### src/design/raster_cfg.svh
// Register map, field positions and reset values of the raster timing block.
// Assumes a 6-bit register address and a 16-bit host data path.
`ifndef RASTER_CFG_SVH
`define RASTER_CFG_SVH

// ------------------------------------------------------------
// Readable screen and window coordinate registers
// ------------------------------------------------------------
`define ADR_SCR_X_START 6'h01
`define ADR_SCR_Y_START 6'h02
`define ADR_SCR_X_TERM 6'h03
`define ADR_SCR_Y_TERM 6'h04
`define ADR_WIN_X_START 6'h0E
`define ADR_WIN_Y_START 6'h0F
`define ADR_WIN_X_END 6'h10
`define ADR_WIN_Y_END 6'h11
`define ADR_WIN_SRC_X 6'h12
`define ADR_WIN_SRC_Y 6'h13

// ------------------------------------------------------------
// Write-only timing and control registers
// ------------------------------------------------------------
`define ADR_LINE_SYNC 6'h05
`define ADR_LINE_DELAY 6'h06
`define ADR_LINE_ACTIVE 6'h07
`define ADR_LINE_TOTAL 6'h08
`define ADR_FIELD_SYNC 6'h09
`define ADR_FIELD_DLY_FIRST 6'h0A
`define ADR_FIELD_DLY_SECOND 6'h0B
`define ADR_FIELD_ACTIVE 6'h0C
`define ADR_FIELD_TOTAL 6'h0D
`define ADR_VIDEO_MODE 6'h16
`define ADR_TIMING_ENABLE 6'h1C

// ------------------------------------------------------------
// Mode and enable bit positions
// ------------------------------------------------------------
`define BIT_LINE_MASTER 0
`define BIT_FIELD_MASTER 1
`define BIT_INTERLACE 2
`define BIT_TIMING_EN 0

// ------------------------------------------------------------
// Reset values
// ------------------------------------------------------------
`define RST_COORD 12'h000
`define RST_TIMING 14'h0000
`define RST_MODE 3'h3

`endif

### src/design/raster_pkg.sv
// Types shared by the raster timing block and its axis counters.
// Assumes raster_cfg.svh for addresses and reset values.
package raster_pkg;

  // ------------------------------------------------------------
  // Axis settings and axis state
  // ------------------------------------------------------------
  typedef struct packed {
    logic [13:0] sync_w; // Sync width in units
    logic [13:0] delay;  // Units from sync start to end of blanking
    logic [13:0] active; // Active units
    logic [13:0] total;  // Period in units (master only)
  } axis_cfg_t;

  typedef struct packed {
    logic sync;        // Sync asserted
    logic blank;       // Blanking asserted
    logic wrap;        // Period restarts this cycle
    logic [13:0] cnt;  // Position in units
  } axis_out_t;

endpackage

### src/design/raster_timing.sv
// Raster timing and viewport logic: coordinate registers, timing registers,
// sync generation and display-memory address selection.
// Assumes a host register port with registered read data and synchronous pins.
`timescale 1ns/1ps
`include "raster_cfg.svh"
module raster_timing #(
  parameter int PIXELS_PER_TICK = 16, // Pixels per pixel group clock
  parameter int TICK_DIV = 4          // System clocks per pixel group clock
) (
  // Clock and reset
  input wire logic mclk_i,
  input wire logic srst_i,
  // Host register port
  input wire logic [5:0] reg_addr_i,
  input wire logic reg_wr_i,
  input wire logic reg_rd_i,
  input wire logic [15:0] reg_wdata_i,
  output logic [15:0] reg_rdata_o,
  // External restarts, active low
  input wire logic line_reset_in_n_i,
  input wire logic field_reset_in_n_i,
  // Monitor syncs
  output logic line_sync_o,
  output logic field_sync_o,
  // Display-memory fetch
  output logic fetch_o,
  output logic in_window_o,
  output logic [11:0] mem_x_o,
  output logic [11:0] mem_y_o,
  // Frame reload event
  output logic frame_reload_o
);

  // ------------------------------------------------------------
  // Coordinate registers
  // ------------------------------------------------------------
  localparam int NCOORD = 10;
  localparam logic [5:0] COORD_ADR [NCOORD] = '{`ADR_SCR_X_START, `ADR_SCR_Y_START,
    `ADR_SCR_X_TERM, `ADR_SCR_Y_TERM, `ADR_WIN_X_START, `ADR_WIN_Y_START,
    `ADR_WIN_X_END, `ADR_WIN_Y_END, `ADR_WIN_SRC_X, `ADR_WIN_SRC_Y};

  logic [11:0] coord_q [NCOORD]; // Host-visible values
  logic [11:0] shad_q [NCOORD];  // Copies used by the current frame
  logic copy_w;                  // Load copies this cycle
  logic run_q;                   // Timing generation running

  // Host copy and frame copy, one pair per register
  genvar gi;
  generate
    for (gi = 0; gi < NCOORD; gi++) begin : g_coord
      always_ff @(posedge mclk_i) begin
        if (srst_i) begin
          coord_q[gi] <= `RST_COORD;
        end else if (reg_wr_i && reg_addr_i == COORD_ADR[gi]) begin
          coord_q[gi] <= reg_wdata_i[11:0];
        end
      end
      always_ff @(posedge mclk_i) begin
        if (srst_i) begin
          shad_q[gi] <= `RST_COORD;
        end else if (copy_w) begin
          shad_q[gi] <= coord_q[gi];
        end
      end
    end
  endgenerate

  // ------------------------------------------------------------
  // Timing and control registers (write-only)
  // ------------------------------------------------------------
  logic [7:0] line_sync_w_q;       // Line sync width
  logic [6:0] line_scan_delay_q;   // Line scan delay
  logic [7:0] line_active_count_q; // Line active count
  logic [8:0] line_total_count_q;  // Line total count
  logic [9:0] field_sync_w_q;      // Field sync width, half lines
  logic [9:0] field_scan_delay_first_q;
  logic [9:0] field_scan_delay_second_q;
  logic [10:0] field_active_lines_q; // Whole lines
  logic [12:0] field_total_count_q;  // Half lines
  logic [2:0] mode_q;                // Master bits and interlace
  logic vte_q;                       // Timing enable

  // Register writes; only implemented bits are kept
  always_ff @(posedge mclk_i) begin
    if (srst_i) begin
      line_sync_w_q <= 8'h00;
      line_scan_delay_q <= 7'h00;
      line_active_count_q <= 8'h00;
      line_total_count_q <= 9'h000;
      field_sync_w_q <= 10'h000;
      field_scan_delay_first_q <= 10'h000;
      field_scan_delay_second_q <= 10'h000;
      field_active_lines_q <= 11'h000;
      field_total_count_q <= 13'h0000;
      mode_q <= `RST_MODE;
      vte_q <= 1'b0;
    end else if (reg_wr_i) begin
      case (reg_addr_i)
        `ADR_LINE_SYNC: line_sync_w_q <= reg_wdata_i[7:0];
        `ADR_LINE_DELAY: line_scan_delay_q <= reg_wdata_i[6:0];
        `ADR_LINE_ACTIVE: line_active_count_q <= reg_wdata_i[7:0];
        `ADR_LINE_TOTAL: line_total_count_q <= reg_wdata_i[8:0];
        `ADR_FIELD_SYNC: field_sync_w_q <= reg_wdata_i[9:0];
        `ADR_FIELD_DLY_FIRST: field_scan_delay_first_q <= reg_wdata_i[9:0];
        `ADR_FIELD_DLY_SECOND: field_scan_delay_second_q <= reg_wdata_i[9:0];
        `ADR_FIELD_ACTIVE: field_active_lines_q <= reg_wdata_i[10:0];
        `ADR_FIELD_TOTAL: field_total_count_q <= reg_wdata_i[12:0];
        `ADR_VIDEO_MODE: mode_q <= reg_wdata_i[2:0];
        `ADR_TIMING_ENABLE: vte_q <= reg_wdata_i[`BIT_TIMING_EN];
        default: ;
      endcase
    end
  end

  // Read data: coordinates read back, everything else reads zero
  logic [15:0] rdata_d;
  always_comb begin
    rdata_d = 16'h0000;
    for (int i = 0; i < NCOORD; i++) begin
      if (reg_addr_i == COORD_ADR[i]) begin
        rdata_d = {4'h0, coord_q[i]};
      end
    end
  end

  always_ff @(posedge mclk_i) begin
    if (srst_i) begin
      reg_rdata_o <= 16'h0000;
    end else if (reg_rd_i) begin
      reg_rdata_o <= rdata_d;
    end
  end

  // ------------------------------------------------------------
  // Pixel group clock and external restarts
  // ------------------------------------------------------------
  logic tick_w;        // One pixel group clock
  logic lrst_prev_q;   // Previous line reset level
  logic frst_prev_q;   // Previous field reset level
  logic lrst_fall_w;
  logic frst_fall_w;

  tick_divider #(
    .DIV(TICK_DIV)
  ) u_tick (
    .mclk_i(mclk_i),
    .srst_i(srst_i),
    .tick_o(tick_w)
  );

  // Falling edges of the active-low restart inputs
  always_ff @(posedge mclk_i) begin
    if (srst_i) begin
      lrst_prev_q <= 1'b1;
      frst_prev_q <= 1'b1;
    end else begin
      lrst_prev_q <= line_reset_in_n_i;
      frst_prev_q <= field_reset_in_n_i;
    end
  end
  assign lrst_fall_w = lrst_prev_q && !line_reset_in_n_i;
  assign frst_fall_w = frst_prev_q && !field_reset_in_n_i;

  // ------------------------------------------------------------
  // Horizontal and vertical axes
  // ------------------------------------------------------------
  raster_pkg::axis_cfg_t h_cfg;
  raster_pkg::axis_cfg_t v_cfg;
  raster_pkg::axis_out_t h_st;
  raster_pkg::axis_out_t v_st;
  logic field_first_q;   // First field of a frame
  logic [13:0] line_len_q; // Measured line length
  logic [13:0] half_w;     // Half-line point
  logic vstep_w;           // One half line elapsed
  logic interlace_w;

  assign interlace_w = mode_q[`BIT_INTERLACE];
  assign h_cfg = '{14'(line_sync_w_q), 14'(line_scan_delay_q), 14'(line_active_count_q),
    14'(line_total_count_q)};
  // Active lines doubled into half lines; second delay only in interlace
  assign v_cfg = '{14'(field_sync_w_q),
    (field_first_q ? 14'(field_scan_delay_first_q) : 14'(field_scan_delay_second_q)),
    {2'b00, field_active_lines_q, 1'b0}, 14'(field_total_count_q)};

  raster_axis u_line (
    .mclk_i(mclk_i),
    .srst_i(srst_i),
    .step_i(tick_w),
    .run_i(run_q),
    .master_i(mode_q[`BIT_LINE_MASTER]),
    .restart_i(lrst_fall_w),
    .cfg_i(h_cfg),
    .out_o(h_st)
  );

  raster_axis u_field (
    .mclk_i(mclk_i),
    .srst_i(srst_i),
    .step_i(vstep_w),
    .run_i(run_q),
    .master_i(mode_q[`BIT_FIELD_MASTER]),
    .restart_i(frst_fall_w),
    .cfg_i(v_cfg),
    .out_o(v_st)
  );

  // Line length, measured so a line slave still finds its half-line point
  always_ff @(posedge mclk_i) begin
    if (srst_i) begin
      line_len_q <= `RST_TIMING;
    end else if (h_st.wrap) begin
      line_len_q <= h_st.cnt + 14'h0001;
    end
  end
  assign half_w = mode_q[`BIT_LINE_MASTER] ? {1'b0, h_cfg.total[13:1]} : {1'b0, line_len_q[13:1]};
  assign vstep_w = h_st.wrap || (tick_w && h_st.cnt == half_w - 14'h0001);

  // Field parity: alternates only when interlaced
  always_ff @(posedge mclk_i) begin
    if (srst_i || !run_q || !interlace_w) begin
      field_first_q <= 1'b1;
    end else if (v_st.wrap) begin
      field_first_q <= !field_first_q;
    end
  end

  // ------------------------------------------------------------
  // Run control and frame reload
  // ------------------------------------------------------------
  // Starts at once on enable; on disable runs on to the frame end
  always_ff @(posedge mclk_i) begin
    if (srst_i) begin
      run_q <= 1'b0;
    end else if (!run_q && vte_q) begin
      run_q <= 1'b1;
    end else if (run_q && !vte_q && v_st.wrap && (!interlace_w || !field_first_q)) begin
      run_q <= 1'b0;
    end
  end

  assign copy_w = v_st.wrap || (!run_q && vte_q);

  // Event registered from copy_w, in the cycle the loaded copies first appear
  always_ff @(posedge mclk_i) begin
    if (srst_i) begin
      frame_reload_o <= 1'b0;
    end else begin
      frame_reload_o <= copy_w;
    end
  end

  // ------------------------------------------------------------
  // Screen and window address selection
  // ------------------------------------------------------------
  logic [13:0] hoff_w; // Units into active line
  logic [13:0] voff_w; // Half lines into active field
  logic [11:0] x_w;    // Screen position in display memory
  logic [11:0] y_w;
  logic win_w;         // Position inside the window
  logic vis_w;         // Position inside the screen rectangle

  assign hoff_w = h_st.cnt - h_cfg.delay;
  assign voff_w = v_st.cnt - v_cfg.delay;
  assign x_w = shad_q[0] + 12'(12'(hoff_w) * 12'(PIXELS_PER_TICK));
  assign y_w = shad_q[1] + 12'(voff_w[13:1]);
  assign vis_w = (x_w < shad_q[2]) && (y_w < shad_q[3]);
  assign win_w = (x_w >= shad_q[4]) && (x_w < shad_q[6]) && (y_w >= shad_q[5]) && (y_w < shad_q[7]);

  // Registered fetch address; window redirects to its source corner
  always_ff @(posedge mclk_i) begin
    if (srst_i) begin
      fetch_o <= 1'b0;
      in_window_o <= 1'b0;
      mem_x_o <= `RST_COORD;
      mem_y_o <= `RST_COORD;
    end else begin
      fetch_o <= run_q && !h_st.blank && !v_st.blank && vis_w;
      in_window_o <= win_w;
      mem_x_o <= win_w ? shad_q[8] + (x_w - shad_q[4]) : x_w;
      mem_y_o <= win_w ? shad_q[9] + (y_w - shad_q[5]) : y_w;
    end
  end

  // ------------------------------------------------------------
  // Sync outputs; blanking never leaves the block
  // ------------------------------------------------------------
  always_ff @(posedge mclk_i) begin
    if (srst_i) begin
      line_sync_o <= 1'b0;
      field_sync_o <= 1'b0;
    end else begin
      line_sync_o <= h_st.sync;
      field_sync_o <= v_st.sync;
    end
  end

  // ------------------------------------------------------------
  // Checks
  // ------------------------------------------------------------
  logic [11:0] wlow_w;
  assign wlow_w = reg_wdata_i[11:0];

  chk_timing_reads_zero: assert property (@(posedge mclk_i) disable iff (srst_i)
    reg_rd_i && reg_addr_i == `ADR_LINE_TOTAL |=> reg_rdata_o == 16'h0000)
    else $error("timing register read returned nonzero");

  chk_coord_readback: assert property (@(posedge mclk_i) disable iff (srst_i)
    reg_wr_i && reg_addr_i == `ADR_WIN_SRC_X ##1 !reg_wr_i
    ##1 reg_rd_i && !reg_wr_i && reg_addr_i == `ADR_WIN_SRC_X
    |=> reg_rdata_o == {4'h0, $past(wlow_w, 3)})
    else $error("window source read back differs from write");

  chk_reload_event: assert property (@(posedge mclk_i) disable iff (srst_i)
    run_q && v_st.wrap |=> frame_reload_o && shad_q[0] == $past(coord_q[0]))
    else $error("reload event missing after frame copy");

  chk_idle_no_sync: assert property (@(posedge mclk_i) disable iff (srst_i)
    !run_q ##1 !run_q |-> !line_sync_o && !field_sync_o && !fetch_o)
    else $error("sync or fetch while timing stopped");

  chk_run_to_frame_end: assert property (@(posedge mclk_i) disable iff (srst_i)
    run_q && !v_st.wrap |=> run_q)
    else $error("timing stopped before frame end");

  chk_slave_ignores_total: assert property (@(posedge mclk_i) disable iff (srst_i)
    run_q && !mode_q[`BIT_LINE_MASTER] && !lrst_fall_w && tick_w && h_st.cnt != 14'h3FFF
    |=> h_st.cnt == $past(h_st.cnt) + 14'h0001)
    else $error("line slave wrapped without external reset");

  chk_first_delay_only: assert property (@(posedge mclk_i) disable iff (srst_i)
    !interlace_w ##1 !interlace_w |-> field_first_q)
    else $error("second field delay used while not interlaced");

  chk_window_source: assert property (@(posedge mclk_i) disable iff (srst_i)
    win_w && x_w == shad_q[4] && $stable(shad_q[8]) |=> in_window_o && mem_x_o == $past(shad_q[8]))
    else $error("window corner not fetched from source corner");

  chk_sync_width: assert property (@(posedge mclk_i) disable iff (srst_i)
    run_q && h_st.cnt < h_cfg.sync_w |=> line_sync_o)
    else $error("line sync dropped inside sync width");
endmodule

### src/design/tick_divider.sv
// Divider that makes the one-cycle pixel group clock enable.
// Assumes a single system clock and synchronous reset.
`timescale 1ns/1ps
module tick_divider #(
  parameter int DIV = 4
) (
  // Clock and reset
  input wire logic mclk_i,
  input wire logic srst_i,
  // Enable pulse
  output logic tick_o
);
  logic [7:0] cnt_q; // Cycles since last tick

  // Count up DIV cycles per tick
  always_ff @(posedge mclk_i) begin
    if (srst_i || cnt_q == 8'(DIV - 1)) begin
      cnt_q <= 8'h00;
    end else begin
      cnt_q <= cnt_q + 8'h01;
    end
  end

  assign tick_o = !srst_i && (cnt_q == 8'(DIV - 1));
endmodule

### src/design/raster_axis.sv
// One timing axis: counts units, makes sync and blanking, wraps on total
// or on an external restart. Assumes settings stay steady while running.
`timescale 1ns/1ps
`include "raster_cfg.svh"
module raster_axis (
  // Clock and reset
  input wire logic mclk_i,
  input wire logic srst_i,
  // Control
  input wire logic step_i,    // Advance one unit
  input wire logic run_i,     // Timing generation running
  input wire logic master_i,  // Own total governs the period
  input wire logic restart_i, // External restart, slave only
  input raster_pkg::axis_cfg_t cfg_i,
  // State
  output raster_pkg::axis_out_t out_o
);
  logic [13:0] cnt_q; // Unit position
  logic last_w;       // Master end of period
  logic wrap_w;       // Any restart

  assign last_w = master_i && step_i && (cnt_q == cfg_i.total - 14'h0001);
  assign wrap_w = last_w || (!master_i && restart_i);

  // Position counter; a slave ignores its total and follows the restart
  always_ff @(posedge mclk_i) begin
    if (srst_i || !run_i) begin
      cnt_q <= `RST_TIMING;
    end else if (wrap_w) begin
      cnt_q <= `RST_TIMING;
    end else if (step_i && cnt_q != 14'h3FFF) begin
      cnt_q <= cnt_q + 14'h0001;
    end
  end

  // Sync from period start; blanking independent, so sync may outlast it
  assign out_o.cnt = cnt_q;
  assign out_o.wrap = run_i && wrap_w;
  assign out_o.sync = run_i && (cnt_q < cfg_i.sync_w);
  assign out_o.blank = !run_i || (cnt_q < cfg_i.delay) || (cnt_q >= cfg_i.delay + cfg_i.active);
endmodule

### config.mk
export PLATFORM = sky130hd
export DESIGN_NAME = raster_timing
export DESIGN_NICKNAME = d
export VERILOG_FILES = /design/src/design/raster_pkg.sv /design/src/design/raster_timing.sv /design/src/design/tick_divider.sv /design/src/design/raster_axis.sv
export VERILOG_INCLUDE_DIRS = /design/src /design/src/design
export SDC_FILE = /design/constraint.sdc
export NUM_CORES = 1
export LEC_CHECK = 0
export BUFFER_PORTS_ARGS = -buffer_cell sky130_fd_sc_hd__clkbuf_2
export CAP_MARGIN = 20
export CORE_MARGIN = 2
export CORE_UTILIZATION = 28
export DETAILED_ROUTE_END_ITERATION = 12
export PLACE_DENSITY_LB_ADDON = 0.15
export SLEW_MARGIN = 20
export SYNTH_ARGS = -nofsm -noshare
export SYNTH_HDL_FRONTEND = slang
export SYNTH_HIERARCHICAL = 1
export SYNTH_SLANG_ARGS = --single-unit
### constraint.sdc
create_clock -name mclk_i -period 18.1 [get_ports mclk_i]
set_input_delay 1.81 -clock mclk_i [delete_from_list [all_inputs] [get_ports mclk_i]]
set_output_delay 1.81 -clock mclk_i [all_outputs]
set_load 0.05 [all_outputs]
==> metrics.txt <==
outcome=completed; path depth of the worst reg2reg path=23; CP required=approximately 19 ns; clock sinks=424; Post-CTS Setup Bufs=0; first-pass GRT wire length=around 130000 µm; worst reg2reg endpoint=mem_y_o[6]$_SDFF_PP0_; Worst Hold Class=reg2reg; worst reg2reg path startpoint=field_first_q$_SDFFE_PP1P_; setup TNS=0 ns; Final Cycle Share=0.423; crit path kind=reg2reg; worst hold margin=between 0.4 and 0.5 ns; slew margin rel.=0.246; placed cell count=around 4100; Post-DRT Antenna Nets=0; critical path endpoint=mem_y_o[6]$_SDFF_PP0_; met3 Use GR=0.0184; GRT met1 Usage=0.238; power per cell area=slightly below 80 mW/mm²; Top Usage Layer GRT=met2; fin util=0.323; row count=113; initial DRC count=1401; hpwl dp=62900 µm; Internal=between 1.5 and 2 mW; clk slew on worst S/H paths=~0.060 ns; # setup viols final=0; clk_skew=0.0231 ns; wire length per cell=~21 µm; share of cells above drive strength 1=0.0954; core box area=~0.095 mm²; worst-skew pair later-pin latency=around 0.63 ns; Via density=about 4.9; routed vias=20665; Residual DRC=0; cell taking the most area after synthesis=edfxtp_1; ys async rst share=0; Ys Warns=6; Combinational Power Share=0.118; H-tree Lvls=2; Post-synth EDFFs=240; Gates resized, CTS repair=0; CP Launch Point=field_first_q$_SDFFE_PP1P_; CTS tree=yes; pin count of the biggest net entering global routing=roughly 130; Num CTS Buffers=52; die area=between 0.09 and 0.1 mm²; routed wire length=86800 µm; Mapped Cells=2763; Root Driver=clkbuf_16; Clock power frac=0.441; die height=around 310 µm; Synth top area share=0.267; MaxCap Viol Count=0; Synth Area per Inst=just under 10 µm²; Synth Cell Area=0.0270 mm²; Worst setup EP type=flop; Max Freq=0.131 GHz; total grt overflow=0; GRT Util Overall=0.173; io pins=73; Layout Nets=3158; synth unique cells=a little over 100; crit-path max FO=24; Pleak=between 10 and 15 nW; CTS Hold Bufs=0; dominant synthesized flop cell=edfxtp_1; Die W=315 µm; Final Hold Viols=0; register bit count reported by yosys=roughly 420; area added between synthesis and finish=14.0%; Critical Path Source Type=flop; Initial Utilization=0.283; Seq/Total Area, Yosys=0.403; WP data arrival=between 8 and 9 ns; Worst Tran Pin Value=between 1 and 1.5 ns; port buffer count=65; RePlAce Congestion=slightly above 0.8; Pre-antenna DRT Iters=5; vias in the first global route=20139; crit path time final=7.66 ns; Worst VDD drop=between 0.06 and 0.07 mV; R2R Setup Slk=around 10 ns; switching share of power=0.271; CTS Buffer Depth=3; final non-filler cell total=between 4000 and 5000; Final Slew Violations=0; RSZ-0062 raised after global routing=false; Pwr Total=around 2.4 mW; met2 Resource Use GR=0.282; initial antenna violation count=6; synth top area cells=edfxtp_1 (27%), dfxtp_1 (14%), ha_1 (11%), and2_1 (5.7%), inv_1 (3.0%); P_sw=around 0.66 mW; sequential fraction of design power=0.440
==> how the worst min path moves through the flow <==
stage	cells past startpoint	end	startpoint	slack (ns)
4_1_cts	1	field_first_q$_SDFFE_PP1P_	mode_q[2]$_SDFFE_PP0P_	0.43
3_5_place_dp	1	field_first_q$_SDFFE_PP1P_	mode_q[2]$_SDFFE_PP0P_	0.41
2_1_floorplan	1	field_first_q$_SDFFE_PP1P_	mode_q[2]$_SDFFE_PP0P_	0.38
5_1_grt	1	field_first_q$_SDFFE_PP1P_	mode_q[2]$_SDFFE_PP0P_	0.45
6_report	1	field_first_q$_SDFFE_PP1P_	mode_q[2]$_SDFFE_PP0P_	0.42
3_3_place_gp	1	field_first_q$_SDFFE_PP1P_	mode_q[2]$_SDFFE_PP0P_	0.39
==> flip-flops by register name, indices dropped and copies added, names as in the netlist, 3 cells and up <==
| name | count |
|---|---|
| line_total_count_q | 9 |
| field_sync_w_q | 10 |
| field_active_lines_q | 11 |
| line_sync_w_q | 8 |
| line_active_count_q | 8 |
| u_tick/cnt_q | 8 |
| shad_q | 120 |
| line_len_q | 13 |
| mem_y_o | 12 |
| mode_q | 3 |
| field_scan_delay_first_q | 10 |
| field_scan_delay_second_q | 10 |
| line_scan_delay_q | 7 |
| mem_x_o | 12 |
| field_total_count_q | 13 |
| reg_rdata_o | 12 |
| u_field/cnt_q | 14 |
| u_line/cnt_q | 14 |
| coord_q | 120 |
==> Yosys cell counts, drive strengths merged (28+ instances only) <==
| cell | n |
|---|---|
| a21o | 39 |
| nor3 | 69 |
| xnor2 | 89 |
| fa | 28 |
| nor2b | 37 |
| a21oi | 146 |
| o21ai | 102 |
| xor2 | 69 |
| nor4 | 33 |
| nand4 | 34 |
| nor2 | 168 |
| and2 | 246 |
| clkbuf | 97 |
| a211oi | 38 |
| dfxtp | 184 |
| buf | 30 |
| ha | 241 |
| edfxtp | 240 |
| inv | 219 |
| a22oi | 30 |
| nand2 | 131 |
| nand2b | 33 |
| mux2i | 76 |
| nand3 | 92 |
==> area by class of cell <==
type                       count  area, µm²
timing repair buffer         110        682
tap                         1265       1580
clock buffer                  72       1520
fill                        9815      64500
sequential                   424      10900
clock inverter                26        221
inverter                     219        822
multi-input combinational   2054      15100
antenna                        5       12.5
==> layer usage <==
layer  vias up  wire length (µm)
met2       437             40200
met5         -                 0
li1      10045                 -
met4         0              2880
met1     10034             40700
met3       149              2970
==> through the flow <==
step                      instance area [µm²]  worst slack (ns)
after detailed placement                29000              9.97
after global routing                    30800             10.06
after global placement                  29000             10.02
final                                   30800             10.44
after floorplan                         27200             10.51
after CTS                               30800             10.47
==> power by group through the flow <==
stage / clock network (mW) / logic, mW / registers (mW)
after detailed placement: 0 / 0.285 / 1.09
after global placement: 0 / 0.280 / 1.09
after CTS: 1.10 / 0.287 / 1.07
after global routing: 1.14 / 0.316 / 1.08
final: 1.08 / 0.289 / 1.07
after floorplan: 0 / 0.180 / 1.10
==> cell usage in the layout (no fill, tap or decap), types with 8 or more instances in the layout <==
| cell | Yosys | layout |
|---|---|---|
| a221oi_1 | 8 | 8 |
| a21oi_1 | 145 | 145 |
| edfxtp_1 | 240 | 240 |
| a31oi_1 | 12 | 12 |
| o2111ai_1 | 10 | 10 |
| or3_1 | 21 | 21 |
| clkbuf_16 | 0 | 57 |
| nand4_1 | 33 | 33 |
| inv_1 | 219 | 219 |
| o21ai_0 | 99 | 99 |
| clkinv_2 | 0 | 13 |
| conb_1 | 1 | 62 |
| o211ai_1 | 20 | 20 |
| nor3_2 | 12 | 16 |
| fa_1 | 28 | 28 |
| nand3_1 | 92 | 91 |
| a21o_1 | 38 | 38 |
| nand2b_1 | 33 | 33 |
| xnor2_1 | 89 | 89 |
| nor2_1 | 167 | 166 |
| a211oi_1 | 36 | 36 |
| and2_1 | 246 | 246 |
| nand2_1 | 131 | 130 |
| xor2_1 | 69 | 69 |
| a211o_1 | 12 | 12 |
| o21a_1 | 16 | 16 |
| o31ai_1 | 11 | 9 |
| a22oi_1 | 30 | 30 |
| or2_2 | 10 | 10 |
| nor4_1 | 31 | 30 |
| nor3_1 | 56 | 51 |
| mux2i_1 | 75 | 75 |
| and3_1 | 17 | 17 |
| mux2_2 | 11 | 11 |
| clkbuf_1 | 97 | 11 |
| buf_4 | 5 | 44 |
| nor2b_1 | 37 | 37 |
| ha_1 | 241 | 241 |
| dfxtp_1 | 184 | 184 |
| clkbuf_2 | 0 | 64 |
==> worst max-delay path: stages, from the launching register on <==
cell and delay, ns:
dfxtp_1 0.81, mux2i_1 0.35, ha_1 0.32, a21oi_1 0.19
a21boi_1 0.13, o31ai_1 0.41, nand2b_1 0.10, a21oi_1 0.18
xnor2_1 0.15, ha_1 0.27, or2_2 0.33, o31ai_1 0.07
a31oi_1 0.15, a211o_1 0.33, xnor2_1 0.14, xnor2_1 0.81
ha_1 0.42, a21oi_1 0.26, nor3b_1 0.24, o211ai_1 0.21
nand4_1 0.24, a211o_1 0.72, o21ai_0 0.20, a21oi_1 0.42
==> cells by family (layout without fill, tap and decap cells) <==
| group | after synthesis | in the layout | share of synthesized area |
|---|---|---|---|
| compound gates | 535 | 535 | 0.135 |
| xor+xnor | 159 | 159 | 0.0521 |
| fa+ha+maj | 269 | 269 | 0.132 |
| buf+inv | 346 | 427 | 0.0508 |
| flops | 424 | 424 | 0.403 |
| mux | 90 | 90 | 0.0350 |
| other cells | 1 | 67 | 0.000139 |
| simple gates | 939 | 939 | 0.191 |
Power figures use the tool's default switching activity.
